===== src/uafc_consts.vh =====
`ifndef UAFC_CONSTS_VH
`define UAFC_CONSTS_VH
`define UAFC_ADR_W 12
`define UAFC_OFF_MATCH_ADDR 12'h02C
`define UAFC_OFF_FIFO_CFG 12'hE00
`define UAFC_OFF_TX_DATA 12'hE20
`define UAFC_OFF_RX_DATA 12'hE30
`define UAFC_OFF_STATUS 12'hE04
`define UAFC_MATCH_ADDR_RST 8'h00
`define UAFC_CFG_TXEN_BIT 0
`define UAFC_CFG_RXEN_BIT 1
`define UAFC_CFG_SIZE_LO 4
`define UAFC_CFG_SIZE_VAL 2'h0
`define UAFC_CFG_TX_DMA_BIT 12
`define UAFC_CFG_RX_DMA_BIT 13
`define UAFC_CFG_FLUSHTX_BIT 16
`define UAFC_CFG_FLUSHRX_BIT 17
`define UAFC_FIFO_DEPTH 16
`define UAFC_DATA_W 8
`endif


===== src/uafc_top.v =====
`timescale 1ns/1ps
`default_nettype none
`include "uafc_consts.vh"

module uafc_fifo #(
    parameter WIDTH = `UAFC_DATA_W,
    parameter DEPTH = `UAFC_FIFO_DEPTH,
    parameter AW = 4
) (
    input wire clk_i,
    input wire rst_i,
    input wire flush_i,
    input wire in_valid_i,
    output wire in_ready_o,
    input wire [WIDTH-1:0] in_data_i,
    output wire out_valid_o,
    input wire out_ready_i,
    output wire [WIDTH-1:0] out_data_o
);
    reg [WIDTH-1:0] mem_r [0:DEPTH-1];
    reg [AW-1:0] wr_ptr_r;
    reg [AW-1:0] rd_ptr_r;
    reg [AW:0] cnt_r;
    reg [AW:0] cnt_nxt;
    reg full_r;
    reg out_valid_r;
    reg [WIDTH-1:0] out_data_r;
    wire push;
    wire load;
    // The output word is held in a register so that consumers see flop outputs.
    assign push = in_valid_i && !full_r;
    assign load = (cnt_r != {(AW+1){1'b0}}) && (!out_valid_r || out_ready_i);
    assign in_ready_o = !full_r;
    assign out_valid_o = out_valid_r;
    assign out_data_o = out_data_r;
    always @* begin
        cnt_nxt = cnt_r;
        if (push && !load) begin
            cnt_nxt = cnt_r + 1'b1;
        end else if (load && !push) begin
            cnt_nxt = cnt_r - 1'b1;
        end
    end
    always @(posedge clk_i) begin
        if (rst_i || flush_i) begin
            wr_ptr_r <= {AW{1'b0}};
            rd_ptr_r <= {AW{1'b0}};
            cnt_r <= {(AW+1){1'b0}};
            full_r <= 1'b0;
            out_valid_r <= 1'b0;
            out_data_r <= {WIDTH{1'b0}};
        end else begin
            cnt_r <= cnt_nxt;
            full_r <= (cnt_nxt == DEPTH[AW:0]);
            if (push) begin
                mem_r[wr_ptr_r] <= in_data_i;
                wr_ptr_r <= (wr_ptr_r == DEPTH[AW-1:0] - 1'b1) ? {AW{1'b0}} : wr_ptr_r + 1'b1;
            end
            if (load) begin
                out_data_r <= mem_r[rd_ptr_r];
                out_valid_r <= 1'b1;
                rd_ptr_r <= (rd_ptr_r == DEPTH[AW-1:0] - 1'b1) ? {AW{1'b0}} : rd_ptr_r + 1'b1;
            end else if (out_ready_i) begin
                out_valid_r <= 1'b0;
            end
        end
    end
endmodule // uafc_fifo

module uafc_top #(
    parameter DEPTH = `UAFC_FIFO_DEPTH,
    parameter AW = 4
) (
    input wire clk_i,
    input wire rst_i,
    input wire wb_cyc_i,
    input wire wb_stb_i,
    input wire wb_we_i,
    input wire [`UAFC_ADR_W-1:0] wb_adr_i,
    input wire [3:0] wb_sel_i,
    input wire [31:0] wb_dat_i,
    output wire [31:0] wb_dat_o,
    output wire wb_ack_o,
    input wire address_detect_enable_i,
    input wire auto_match_enable_i,
    input wire rx_valid_i,
    input wire rx_is_addr_i,
    input wire [7:0] rx_data_i,
    output wire rx_ready_o,
    output wire tx_valid_o,
    input wire tx_ready_i,
    output wire [7:0] tx_data_o,
    output wire addr_match_o,
    output wire tx_dma_req_o,
    output wire rx_dma_req_o
);
    reg [7:0] match_address_r;
    reg tx_fifo_enable_r;
    reg rx_fifo_enable_r;
    reg tx_dma_request_enable_r;
    reg rx_dma_request_enable_r;
    reg flush_tx_r;
    reg flush_rx_r;
    reg ack_r;
    reg [31:0] dat_r;
    reg [31:0] dat_nxt;
    reg addr_match_r;
    reg tx_dma_r;
    reg rx_dma_r;
    reg rx_gate_r;
    wire req;
    wire wr;
    wire rd;
    wire tx_push;
    wire tx_full_n;
    wire rx_empty_n;
    wire [7:0] rx_word;
    wire rx_pop;
    wire rx_in_valid;
    wire rx_ready_int;
    wire match_mode;
    wire addr_hit;
    wire rx_take;
    reg [31:0] cfg_view;

    // One decoder serves the write strobes and the RX pop strobe; read data is selected by a separate case.
    function at_offset;
        input [`UAFC_ADR_W-1:0] adr;
        input [`UAFC_ADR_W-1:0] off;
        begin
            at_offset = (adr == off);
        end
    endfunction

    assign req = wb_cyc_i && wb_stb_i && !ack_r;
    assign wr = req && wb_we_i;
    assign rd = req && !wb_we_i;
    assign wb_ack_o = ack_r;
    assign wb_dat_o = dat_r;
    assign tx_push = wr && wb_sel_i[0] && at_offset(wb_adr_i, `UAFC_OFF_TX_DATA);
    assign rx_pop = rd && at_offset(wb_adr_i, `UAFC_OFF_RX_DATA);

    // Address characters are only filtered when both enables are set.
    assign match_mode = address_detect_enable_i && auto_match_enable_i;
    assign addr_hit = (rx_data_i == match_address_r);
    // Mismatched address characters are consumed and dropped; data after a
    // mismatch is dropped until the next matching address arrives.
    // Ready follows FIFO room even for characters that will be dropped; this
    // keeps it a plain flop output at the cost of stalling on a full FIFO.
    assign rx_take = rx_valid_i && rx_ready_int;
    assign rx_in_valid = rx_valid_i && (rx_is_addr_i ? (!match_mode || addr_hit) : rx_gate_r);
    assign rx_ready_o = rx_ready_int;

    // Bits outside the documented fields read as zero.
    always @* begin
        cfg_view = 32'h00000000;
        cfg_view[`UAFC_CFG_TXEN_BIT] = tx_fifo_enable_r;
        cfg_view[`UAFC_CFG_RXEN_BIT] = rx_fifo_enable_r;
        cfg_view[`UAFC_CFG_SIZE_LO +: 2] = `UAFC_CFG_SIZE_VAL;
        cfg_view[`UAFC_CFG_TX_DMA_BIT] = tx_dma_request_enable_r;
        cfg_view[`UAFC_CFG_RX_DMA_BIT] = rx_dma_request_enable_r;
    end

    uafc_fifo #(.WIDTH(8), .DEPTH(DEPTH), .AW(AW)) u_tx_fifo (
        .clk_i(clk_i),
        .rst_i(rst_i),
        .flush_i(flush_tx_r || !tx_fifo_enable_r),
        .in_valid_i(tx_push && tx_fifo_enable_r),
        .in_ready_o(tx_full_n),
        .in_data_i(wb_dat_i[7:0]),
        .out_valid_o(tx_valid_o),
        .out_ready_i(tx_ready_i),
        .out_data_o(tx_data_o)
    );

    uafc_fifo #(.WIDTH(8), .DEPTH(DEPTH), .AW(AW)) u_rx_fifo (
        .clk_i(clk_i),
        .rst_i(rst_i),
        .flush_i(flush_rx_r || !rx_fifo_enable_r),
        .in_valid_i(rx_in_valid && rx_fifo_enable_r),
        .in_ready_o(rx_ready_int),
        .in_data_i(rx_data_i),
        .out_valid_o(rx_empty_n),
        .out_ready_i(rx_pop),
        .out_data_o(rx_word)
    );

    always @* begin
        case (wb_adr_i)
            `UAFC_OFF_MATCH_ADDR: dat_nxt = {24'h000000, match_address_r};
            `UAFC_OFF_FIFO_CFG: dat_nxt = cfg_view;
            `UAFC_OFF_STATUS: dat_nxt = {28'h0000000, rx_empty_n, !tx_full_n, 2'h0};
            `UAFC_OFF_RX_DATA: dat_nxt = {23'h000000, !rx_empty_n, rx_word};
            default: dat_nxt = 32'h00000000;
        endcase
    end

    always @(posedge clk_i) begin
        if (rst_i) begin
            ack_r <= 1'b0;
            dat_r <= 32'h00000000;
            match_address_r <= `UAFC_MATCH_ADDR_RST;
            tx_fifo_enable_r <= 1'b0;
            rx_fifo_enable_r <= 1'b0;
            tx_dma_request_enable_r <= 1'b0;
            rx_dma_request_enable_r <= 1'b0;
            flush_tx_r <= 1'b0;
            flush_rx_r <= 1'b0;
            addr_match_r <= 1'b0;
            tx_dma_r <= 1'b0;
            rx_dma_r <= 1'b0;
            rx_gate_r <= 1'b1;
        end else begin
            ack_r <= req;
            dat_r <= rd ? dat_nxt : 32'h00000000;
            flush_tx_r <= 1'b0;
            flush_rx_r <= 1'b0;
            if (wr && at_offset(wb_adr_i, `UAFC_OFF_MATCH_ADDR) && wb_sel_i[0]) begin
                match_address_r <= wb_dat_i[7:0];
            end
            if (wr && at_offset(wb_adr_i, `UAFC_OFF_FIFO_CFG)) begin
                if (wb_sel_i[0]) begin
                    tx_fifo_enable_r <= wb_dat_i[`UAFC_CFG_TXEN_BIT];
                    rx_fifo_enable_r <= wb_dat_i[`UAFC_CFG_RXEN_BIT];
                end
                if (wb_sel_i[1]) begin
                    tx_dma_request_enable_r <= wb_dat_i[`UAFC_CFG_TX_DMA_BIT];
                    rx_dma_request_enable_r <= wb_dat_i[`UAFC_CFG_RX_DMA_BIT];
                end
                if (wb_sel_i[2]) begin
                    flush_tx_r <= wb_dat_i[`UAFC_CFG_FLUSHTX_BIT];
                    flush_rx_r <= wb_dat_i[`UAFC_CFG_FLUSHRX_BIT];
                end
            end
            if (rx_take && rx_is_addr_i) begin
                rx_gate_r <= !match_mode || addr_hit;
            end
            addr_match_r <= rx_take && rx_is_addr_i && match_mode && addr_hit;
            // Requests lag the FIFO state by one cycle, so a DMA engine must
            // tolerate one surplus request after the last slot is taken.
            tx_dma_r <= tx_dma_request_enable_r && tx_fifo_enable_r && tx_full_n;
            rx_dma_r <= rx_dma_request_enable_r && rx_empty_n;
        end
    end

    assign addr_match_o = addr_match_r;
    assign tx_dma_req_o = tx_dma_r;
    assign rx_dma_req_o = rx_dma_r;
endmodule // uafc_top
`default_nettype wire


===== config.mk =====
export PLATFORM = sky130hd
export DESIGN_NAME = uafc_top
export DESIGN_NICKNAME = d
export VERILOG_FILES = /design/src/uafc_top.v
export VERILOG_INCLUDE_DIRS = /design/src
export SDC_FILE = /design/constraint.sdc
export NUM_CORES = 1
export LEC_CHECK = 0
export ABC_AREA = 1
export BUFFER_PORTS_ARGS = -buffer_cell sky130_fd_sc_hd__buf_2
export CAP_MARGIN = 20
export CORE_MARGIN = 5
export CORE_UTILIZATION = 65
export CTS_BUF_LIST = sky130_fd_sc_hd__clkbuf_8 sky130_fd_sc_hd__clkbuf_16
export CTS_CLUSTER_SIZE = 24
export DETAILED_ROUTE_END_ITERATION = 8
export GPL_TIMING_DRIVEN = 0
export PLACE_DENSITY = 0.82
export SLEW_MARGIN = 20
export SYNTH_ARGS = -nofsm -noshare
export SYNTH_HDL_FRONTEND = slang
export SYNTH_HIERARCHICAL = 1
export SYNTH_SLANG_ARGS = --single-unit

===== constraint.sdc =====
create_clock -name clk_i -period 4.8 [get_ports clk_i]
set_input_delay 0.96 -clock clk_i [delete_from_list [all_inputs] [get_ports clk_i]]
set_output_delay 0.96 -clock clk_i [all_outputs]
set_load 0.03 [all_outputs]

==> results of run 1 <==
-- registers in the layout, indices dropped and copies added (netlist names), 4 cells and up --
name and cells:
u_tx_fifo/cnt_r 5, u_rx_fifo/rd_ptr_r 4, u_tx_fifo/rd_ptr_r 4, u_tx_fifo/wr_ptr_r 4, u_tx_fifo/out_data_o 8, wb_dat_o 11
match_address_r 8, u_rx_fifo/out_data_o 8, u_rx_fifo/cnt_r 5, u_rx_fifo/mem_r 128, u_tx_fifo/mem_r 128, u_rx_fifo/wr_ptr_r 4
-- report_power, final --
group / leakage, uW / total [uW] / switching (uW) / internal [uW]
logic: 0.00272 / 125 / 92.6 / 32.9
clock network: 0.000548 / 2490 / 1050 / 1440
registers: 0.00291 / 3090 / 0.392 / 3090
-- layer usage --
layer | global-route usage (%) | part of all wire (%) | vias to the layer above
met5 | 0 | 0 | -
li1 | - | - | 5062
met1 | 32.0 | 38 | 4870
met2 | 45.4 | 50 | 476
met4 | 11.7 | 4.3 | 0
met3 | 3.57 | 7.1 | 100
-- stage by stage --
step | hold slack [ns] | setup slack (ns) | cells | utilization, % | power, uW
6_report | 0.456 | 1.65 | 1867 | 74.5 | 5710
5_1_grt | 0.471 | 1.47 | 1867 | 74.5 | 5880
4_1_cts | 0.447 | 1.60 | 1867 | 74.5 | 5740
3_5_place_dp | 0.431 | 1.14 | 1806 | 69.6 | 3280
3_3_place_gp | 0.435 | 1.20 | 1806 | 69.6 | 3270
2_1_floorplan | 0.410 | 1.84 | 1457 | - | 3210
-- cell families (layout without fill, tap and decap cells) --
group / after synthesis / count (layout) / share of synthesized area [%]
AND/OR/NAND/NOR: 710 / 710 / 21.2
flip-flops: 332 / 332 / 63.8
AO/OA/AOI/OAI: 184 / 184 / 6.70
buffers and inverters: 182 / 312 / 6.13
adder cells (fa/ha/maj): 14 / 14 / 1.21
XOR/XNOR: 14 / 14 / 0.850
other: 1 / 21 / 0.0260
-- cells in the mapped netlist (2+ instances only) --
cell        n
xnor2_1     5
nand4_1     7
buf_4      28
nand3_2     3
nand2_4     3
nand2_2     5
nor2_1    381
nand2_1   144
or2_2       2
inv_1      86
edfxtp_1  256
nor4_1      2
o21ai_0    69
nor3_1      9
xor2_1      9
ha_1       14
nand3_4     3
inv_2      10
nor2_2      6
buf_1       5
buf_6       8
clkinv_1    5
nor2_4      7
o21ai_1    77
clkbuf_1   11
o211ai_1   16
a21oi_1    20
buf_2      26
nand3_1   134
dfxtp_1    76
clkbuf_2    2
-- cell type report --
| cell class | instances | area share [%] |
|---|---|---|
| sequential | 332 | 56.6 |
| multi-input combinational | 943 | 27.1 |
| clock buffer | 37 | 5.69 |
| buffer | 80 | 3.08 |
| inverter | 102 | 2.36 |
| tap | 280 | 2.15 |
| timing repair buffer | 69 | 2.12 |
| clock inverter | 24 | 0.846 |
-- path summary, 6_finish.rpt --
kind	slack, ns	endpoint	start
worst min register to register	0.46	rx_dma_req_o$_SDFF_PP0_	rx_dma_request_enable_r$_SDFFE_PP0P_
worst max register to register	1.68	u_tx_fifo/mem_r[13][1]$_DFFE_PP_	tx_fifo_enable_r$_SDFFE_PP0P_
worst max-delay path	1.65	u_tx_fifo/mem_r[15][2]$_DFFE_PP_	wb_we_i
worst min-delay path	0.46	rx_dma_req_o$_SDFF_PP0_	rx_dma_request_enable_r$_SDFFE_PP0P_
-- tightest hold or removal path, delay by kind of cell (launching register included) --
family           cells  cell delay (ns)
flip-flops           1             0.33
AND/OR/NAND/NOR      2             0.09
==> metrics, run 1 <==
status completed; synth top area cells edfxtp_1, dfxtp_1, nor2_1; skew final 0.0159 ns; CP Data Required Time 4.92 ns; Leak 0.00618 uW; starting density of the core 66.1%; Setup CP Type in2reg; Power Dens Cells 351 mW/mm2; EDFF count, synth 256; vias in the first global route 10.3k; commonest non-fill, non-tap cell in the layout nor2_1; Die W 159 um; area delta synth->final 12.7%; Vias 10.5k; WL final 33400 um; Routed Antenna Nets 0; crit share post-route 65.5%; Clock Sinks 332; CTS tree done; crit-path cells buf_2 -> nand4_2 -> nor2_4 -> nand2_1 -> nor4_1 -> nand2_1 -> inv_1 -> nand2_1 -> nor3_1; drt pass-1 iters 6; Netlist cell types 39; CTS max path bufs 3; initial antenna violation count 0; RSZ-0062 raised after global routing false; peak supply drop 0.371 mV; CTS Buf Count 35; cell count after synthesis 1437; Max Freq 0.318 GHz; Critical Path End Type flop; Clock transition at path regs 0.06 ns; fillcell total 1430; most frequent CP cell nand2_1; share of cells above drive strength 1 14.2%; postcts setup bufs 0; DR WL/cell 17.9 um; Worst Path Max Fanout 8; HPWL after DPL 22700 um; Yosys top cell area share 53.3%; global-route usage over all layers 25.9%; setup total negative slack 0 ns; hold depth 2; Max-slew headroom 26.6%; Worst-Margin Slew 1.09 ns; Bufs and invs on worst path 2; I/O Buffers 69; yosys warns 6; max cap viols 0; CP max stage cell nor3_1; GP Congestion 0.977; Final Max Slew Viols 0; commonest cells after routing, fill and taps aside nor2_1, edfxtp_1, nand2_1; CTS HTree Levels 2; Die Ht 159 um; Hold WC Path Type reg2reg; CTS root buffer clkbuf_16; Crit path depth 9; CP Launch Type input port; area of the multi-input gates 0.00441 mm2; largest net degree at the start of global routing 19; Mapped Avg Cell Area 10.0 um2; Site Rows 54; global-route wire length before repair 52600 um; fin crit period 3.15 ns; nets 1643; final number of hold-violating endpoints 0; post-cts sizing count 0; Post-Syn Area 0.0144 mm2; Synth Register Bits 332; Largest delay share family, worst path simple AND/OR/NAND/NOR gates; post-route design area 0.0163 mm2; CTS Hold Bufs 0; Critical Path AT 3.27 ns; core area 0.0218 mm2; Total Die Area 0.0253 mm2; DR iter-0 viols 1063; Async S/R FF share, synth 0%; Vias/cell 5.63; # IOs 112; Critical Path Max Stage Delay 0.89 ns; cell area after placement 0.0152 mm2; # DRC 0; Storage cell area 0.00921 mm2; R2R depth 6; sequential area share after synthesis 63.8%; grt total ovfl 0; setup violators final 0; Synth Flop Type edfxtp_1; # diodes 0; area leader, netlist edfxtp_1; Clk Latency, worst-skew pair 0.51 ns
Note: power is estimated with default switching activity, not from simulation.
==> inputs of run 2 (changes only) <==
--- a/config.mk
+++ b/config.mk
@@ -6,16 +6,16 @@
 export SDC_FILE = /design/constraint.sdc
 export NUM_CORES = 1
 export LEC_CHECK = 0
-export ABC_AREA = 1
+export ABC_AREA = 0
 export BUFFER_PORTS_ARGS = -buffer_cell sky130_fd_sc_hd__buf_2
 export CAP_MARGIN = 20
 export CORE_MARGIN = 5
-export CORE_UTILIZATION = 65
+export CORE_UTILIZATION = 60
 export CTS_BUF_LIST = sky130_fd_sc_hd__clkbuf_8 sky130_fd_sc_hd__clkbuf_16
 export CTS_CLUSTER_SIZE = 24
 export DETAILED_ROUTE_END_ITERATION = 8
 export GPL_TIMING_DRIVEN = 0
-export PLACE_DENSITY = 0.82
+export PLACE_DENSITY = 0.77
 export SLEW_MARGIN = 20
 export SYNTH_ARGS = -nofsm -noshare
 export SYNTH_HDL_FRONTEND = slang
==> constraint.sdc (replaced) <==
create_clock -name clk_i -period 2.9 [get_ports clk_i]
set_input_delay 0.58 -clock clk_i [delete_from_list [all_inputs] [get_ports clk_i]]
set_output_delay 0.58 -clock clk_i [all_outputs]
set_load 0.03 [all_outputs]
==> metrics, run 2 <==
CTS max path bufs 3; Yosys top cell area share 56.2%; core area 0.0226 mm2; Comb pwr share 2.1%; placed insts 1265; Clk Latency, worst-skew pair 0.51 ns; Reg2Reg Setup Slack 0.08 ns; # DRC 0; share of cells above drive strength 1 30.5%; Post-Layout Cell Count 1343; Critical Path End Type flop; net switching power 1860 uW; switching share of power 20.0%; Final Max Slew Viols 0; Hold WC Path Type in2reg; starting density of the core 60.6%; Setup CP Type in2reg; max cap viols 0; area leader, netlist edfxtp_1; top-count cell post-synth edfxtp_1; Synth Register Bits 332; grt total ovfl 0; Vias 8233; WL final 30500 um; setup violators final 0; CTS Buf Count 34; DR WL/cell 22.7 um; sequential share of power 54.9%; HPWL after DPL 19600 um; Netlist cell types 66; Die W 161 um; commonest cells after routing, fill and taps aside edfxtp_1, buf_2, dfxtp_1; CTS root buffer clkbuf_16; DR iter-0 viols 612; crit share post-route 98.0%; power share of the clock group 43.0%; CP endpoint u_rx_fifo/cnt_r[1]$_SDFF_PP0_; Critical Path AT 3.29 ns; Async S/R FF share, synth 0%; final number of hold-violating endpoints 0; GP Congestion 0.913; Power Dens Cells 577 mW/mm2; global-route usage over all layers 23.6%; skew final 0.0120 ns; Worst-Margin Slew 0.874 ns; r2r endpoint u_rx_fifo/mem_r[3][1]$_DFFE_PP_; Post-Syn Area 0.0137 mm2; sequential area share after synthesis 67.3%; drt pass-1 iters 7; CP Launch Type input port; Max-slew headroom 41.3%; yosys warns 6; cell count after synthesis 891; Max Freq 0.352 GHz; Mapped Avg Cell Area 15.4 um2; nets 1112; most common library cells after synthesis edfxtp_1, dfxtp_1, a21oi_1; RSZ-0062 raised after global routing true; # IOs 112; largest net degree at the start of global routing 19; CTS tree done; Die Ht 161 um; Site Rows 55; CP Launch Point wb_adr_i[0]; Clock transition at path regs 0.06 ns; Leak 0.00533 uW; Worst Path Max Fanout 6; global-route wire length before repair 47200 um; Total Die Area 0.0259 mm2; pre-CTS setup slack -0.933 ns; commonest non-fill, non-tap cell in the layout edfxtp_1; CTS HTree Levels 2; Vias/cell 6.13; status completed; CP Data Required Time 3.35 ns; Routed Antenna Nets 0; Internal 7460 uW; reg-to-reg critical path startpoint match_address_r[3]$_SDFFE_PP0P_; Clock Sinks 332; # diodes 0; EDFF count, synth 256; synth top area cells edfxtp_1, dfxtp_1, mux4_2; I/O Buffers 69; R2R depth 9; fin crit period 2.84 ns; peak supply drop 0.494 mV; vias in the first global route 8331; initial antenna violation count 0; Final WS setup 0.0578 ns; Synth Flop Type edfxtp_1; area delta synth->final 18.1%
run 2: cell types whose count changed after synthesis, sizes merged, moves of 64 or more:
cell   previous run  this run
o21ai           146        34
inv              96        14
nor2            394        66
nand3           140        20
mux4              0        64
nand2           153        41
run 2: cell type report:
type | instances | area (um2)
repair buffers | 87 | 608
clock inverters | 25 | 106
clock buffers | 37 | 926
flip-flops and latches | 332 | 9210
fillers | 1429 | 6420
multi-input cells | 498 | 4530
inverters | 14 | 52.6
well taps | 285 | 357
plain buffers | 65 | 364
run 2: worst min-delay path by stage:
| stage | depth (start not counted) | start | end | slack (ns) |
|---|---|---|---|---|
| after floorplan | 2 | rx_dma_request_enable_r$_SDFFE_PP0P_ | rx_dma_req_o$_SDFF_PP0_ | 0.41 |
| after global placement | 2 | rx_dma_request_enable_r$_SDFFE_PP0P_ | rx_dma_req_o$_SDFF_PP0_ | 0.43 |
| after detailed placement | 2 | rx_dma_request_enable_r$_SDFFE_PP0P_ | rx_dma_req_o$_SDFF_PP0_ | 0.44 |
| after CTS | 2 | wb_dat_i[17] | flush_rx_r$_SDFF_PP0_ | 0.28 |
| after global routing | 2 | wb_dat_i[17] | flush_rx_r$_SDFF_PP0_ | 0.29 |
| final | 2 | wb_dat_i[17] | flush_rx_r$_SDFF_PP0_ | 0.29 |
run 2: per-layer routing:
layer	vias to the layer above	global-route usage, %	routed length (um)
met3	67	3.22	1940
met5	-	0	0
met1	4108	29.8	11500
li1	3708	-	-
met2	350	42.3	16200
met4	0	7.99	885
run 2: power groups by stage:
| stage | registers (uW) | clock network (uW) | logic, uW |
|---|---|---|---|
| 2_1_floorplan | 5220 | 0 | 82.2 |
| 3_5_place_dp | 5220 | 0 | 193 |
| 3_3_place_gp | 5220 | 0 | 189 |
| 4_1_cts | 5110 | 4060 | 197 |
| 6_report | 5110 | 4010 | 200 |
| 5_1_grt | 5110 | 4300 | 215 |
run 2: cells by family (layout without fill, tap and decap cells):
logic type,after synthesis,after routing,share of synthesized area [%]
AND/OR/NAND/NOR,215,215,8.47
AO/OA/AOI/OAI,131,131,5.45
multiplexers,97,97,13.1
flip-flops,332,332,67.3
other,1,21,0.0274
adder cells (fa/ha/maj),16,16,1.43
XOR/XNOR,18,18,1.15
buffers and inverters,81,228,3.04
run 2: stage by stage:
stage                     power (uW)  hold slack (ns)  area (um2)  utilization [%]  setup TNS, ns
after detailed placement        5410            0.441       14700             65.0        -207.89
after floorplan                 5300            0.415       14000                -         -28.04
after global routing            9620            0.291       16200             71.6          -3.26
after global placement          5400            0.430       14700             64.9        -189.47
final                           9320            0.289       16200             71.6              0
after CTS                       9370            0.276       16000             70.8        -0.0196
run 2: critical path: stages:
cell,delay [ns]
buf_2,0.09
or4_4,0.55
or4_4,0.55
nor4_4,0.34
nor2b_2,0.11
or2_1,0.23
buf_6,0.14
maj3_2,0.30
o22ai_2,0.23
and2_1,0.16
run 2: repair_timing:
action / in CTS / in global routing
endpoints found under the setup margin: 275 / 138
buffers inserted: 12 / 6
resized for setup: 32 / 12
hold buffers: 0 / 0
pin swaps: 11 / 9
==> inputs of run 3 (changes only) <==
--- a/config.mk
+++ b/config.mk
@@ -10,12 +10,13 @@
 export BUFFER_PORTS_ARGS = -buffer_cell sky130_fd_sc_hd__buf_2
 export CAP_MARGIN = 20
 export CORE_MARGIN = 5
-export CORE_UTILIZATION = 60
+export CORE_UTILIZATION = 40
 export CTS_BUF_LIST = sky130_fd_sc_hd__clkbuf_8 sky130_fd_sc_hd__clkbuf_16
+export CTS_CLUSTER_DIAMETER = 120
 export CTS_CLUSTER_SIZE = 24
 export DETAILED_ROUTE_END_ITERATION = 8
 export GPL_TIMING_DRIVEN = 0
-export PLACE_DENSITY = 0.77
+export PLACE_DENSITY = 0.54
 export SLEW_MARGIN = 20
 export SYNTH_ARGS = -nofsm -noshare
 export SYNTH_HDL_FRONTEND = slang
==> metrics, run 3 (synthesized netlist as in run 2, its figures left out) <==
CP Data Required Time 3.33 ns; Worst Hold End flush_tx_r$_SDFF_PP0_; sequential share of power 64.8%; RSZ-0062 raised after global routing false; reg-to-reg critical path startpoint match_address_r[3]$_SDFFE_PP0P_; Critical Path End Type flop; Leak 0.00511 uW; # diodes 0; Vias/cell 5.21; cell area after placement 0.0149 mm2; commonest cells after routing, fill and taps aside edfxtp_1, buf_2, dfxtp_1; largest net degree at the start of global routing 26; peak supply drop 0.454 mV; Final WS setup 0.101 ns; fillcell total 2911; Max-slew headroom 35.8%; Vias 7698; CTS tree done; setup violators final 0; CTS Buf Count 17; crit share post-route 96.5%; Reg2Reg Setup Slack 0.20 ns; WL final 30600 um; Power Total 7880 uW; post-route design area 0.0159 mm2; beginning of the worst hold path wb_dat_i[16]; skew final 0.0196 ns; R2R depth 9; Core Util, Final 47.2%; Die Ht 195 um; Max Freq 0.357 GHz; pre-CTS setup slack -1.04 ns; Site Rows 67; Final Max Slew Viols 0; Clk Latency, worst-skew pair 0.51 ns; Worst Path Max Fanout 6; fin crit period 2.80 ns; CTS Hold Bufs 0; Clock transition at path regs 0.10 ns; r2r endpoint u_rx_fifo/full_r$_SDFF_PP0_; I/O Buffers 69; placed insts 1429; DR iter-0 viols 472; # DRC 0; Post-Layout Cell Count 1478; net switching power 1580 uW; switching share of power 20.0%; HPWL after DPL 20900 um; Clock Sinks 332; commonest non-fill, non-tap cell in the layout edfxtp_1; Comb pwr share 2.5%; Setup CP Type in2reg; global-route wire length before repair 47200 um; Total Die Area 0.0380 mm2; crit-path cells buf_2 -> or4_4 -> or4_4 -> nor4_4 -> nor2b_2 -> o2111ai_2 -> o2111ai_2 -> or4_4 -> nor4_2; max cap viols 0; share of cells above drive strength 1 29.6%; CP Launch Type input port; vias in the first global route 7890; CTS max path bufs 3; starting density of the core 40.7%; # IOs 112; CP max stage cell or4_4; Critical Path Max Stage Delay 0.60 ns; Hold WC Path Type in2reg; global-route usage over all layers 15.8%; CTS HTree Levels 1; Routed Antenna Nets 0; final number of hold-violating endpoints 0; most frequent CP cell or4_4; CP Launch Point wb_adr_i[6]; status completed; GP Congestion 0.793; area delta synth->final 16.1%; Die W 195 um; CTS root buffer clkbuf_16; Power Dens Cells 496 mW/mm2; nets 1099; power share of the clock group 32.6%; core area 0.0336 mm2; hold depth 2; Worst-Margin Slew 0.955 ns; Critical Path AT 3.22 ns; initial antenna violation count 0; Internal 6300 uW; DR WL/cell 20.7 um; drt pass-1 iters 4; grt total ovfl 0
run 3: changes by cell type in the layout (fill, tap and decap cells not counted), sizes merged:
| cell | change |
|---|---|
| clkinv | -9 |
| buf | +9 |
| clkinvlp | -3 |
| inv | -1 |
| clkbuf | -24 |
run 3: metal layers:
metal  part of all wire, %  global-route usage, %  vias to the layer above  routed length, um
met5                     0                      0                        -                  0
met1                    42                   20.5                     3906              12800
met2                    53                   29.0                      123              16300
met3                   3.1                   1.68                       31                951
met4                   1.9                   3.15                        0                575
li1                      -                      -                     3638                  -
run 3: what timing repair did:
item                                   4_1_cts  5_1_grt
resized for setup                           41       14
endpoints found under the hold margin        0        0
pin swaps                                   18        5
setup endpoints to repair                  272      139
setup buffers                               17        5
run 3: area by class of cell:
class	count	area [um2]	share of cell area, %
sequential	332	9210	58.0
multi-input combinational	498	4550	28.7
timing repair buffer	91	638	4.02
tap	448	561	3.53
clock buffer	18	450	2.84
buffer	65	368	2.32
inverter	14	52.6	0.331
clock inverter	12	50.0	0.315
run 3: critical path, delay by kind of cell:
family                 cells  cell delay, ns
AOI/OAI and AO/OA          2            0.37
buffers and inverters      1            0.10
and+or+nand+nor            6            2.16
run 3: power groups by stage:
stage          clock network, uW  registers, uW  logic [uW]
3_3_place_gp                   0           5220         193
2_1_floorplan                  0           5220        82.2
4_1_cts                     2670           5110         199
5_1_grt                     2870           5110         217
6_report                    2570           5110         200
3_5_place_dp                   0           5220         197
run 3: worst max path at each step:
stage	to	slack, ns	cells past startpoint
2_1_floorplan	u_rx_fifo/full_r$_SDFF_PP0_	-0.34	10
3_3_place_gp	u_rx_fifo/mem_r[2][3]$_DFFE_PP_	-1.38	9
3_5_place_dp	u_rx_fifo/mem_r[4][5]$_DFFE_PP_	-1.04	9
4_1_cts	u_rx_fifo/mem_r[3][3]$_DFFE_PP_	-0.03	9
5_1_grt	u_tx_fifo/full_r$_SDFF_PP0_	0.008	10
6_report	u_rx_fifo/full_r$_SDFF_PP0_	0.10	9
run 3: per-stage QoR:
stage          TNS, ns  hold WS, ns
2_1_floorplan   -28.04        0.415
3_3_place_gp   -234.86        0.443
3_5_place_dp   -226.42        0.447
4_1_cts         -0.313        0.253
5_1_grt              0        0.270
6_report             0        0.276
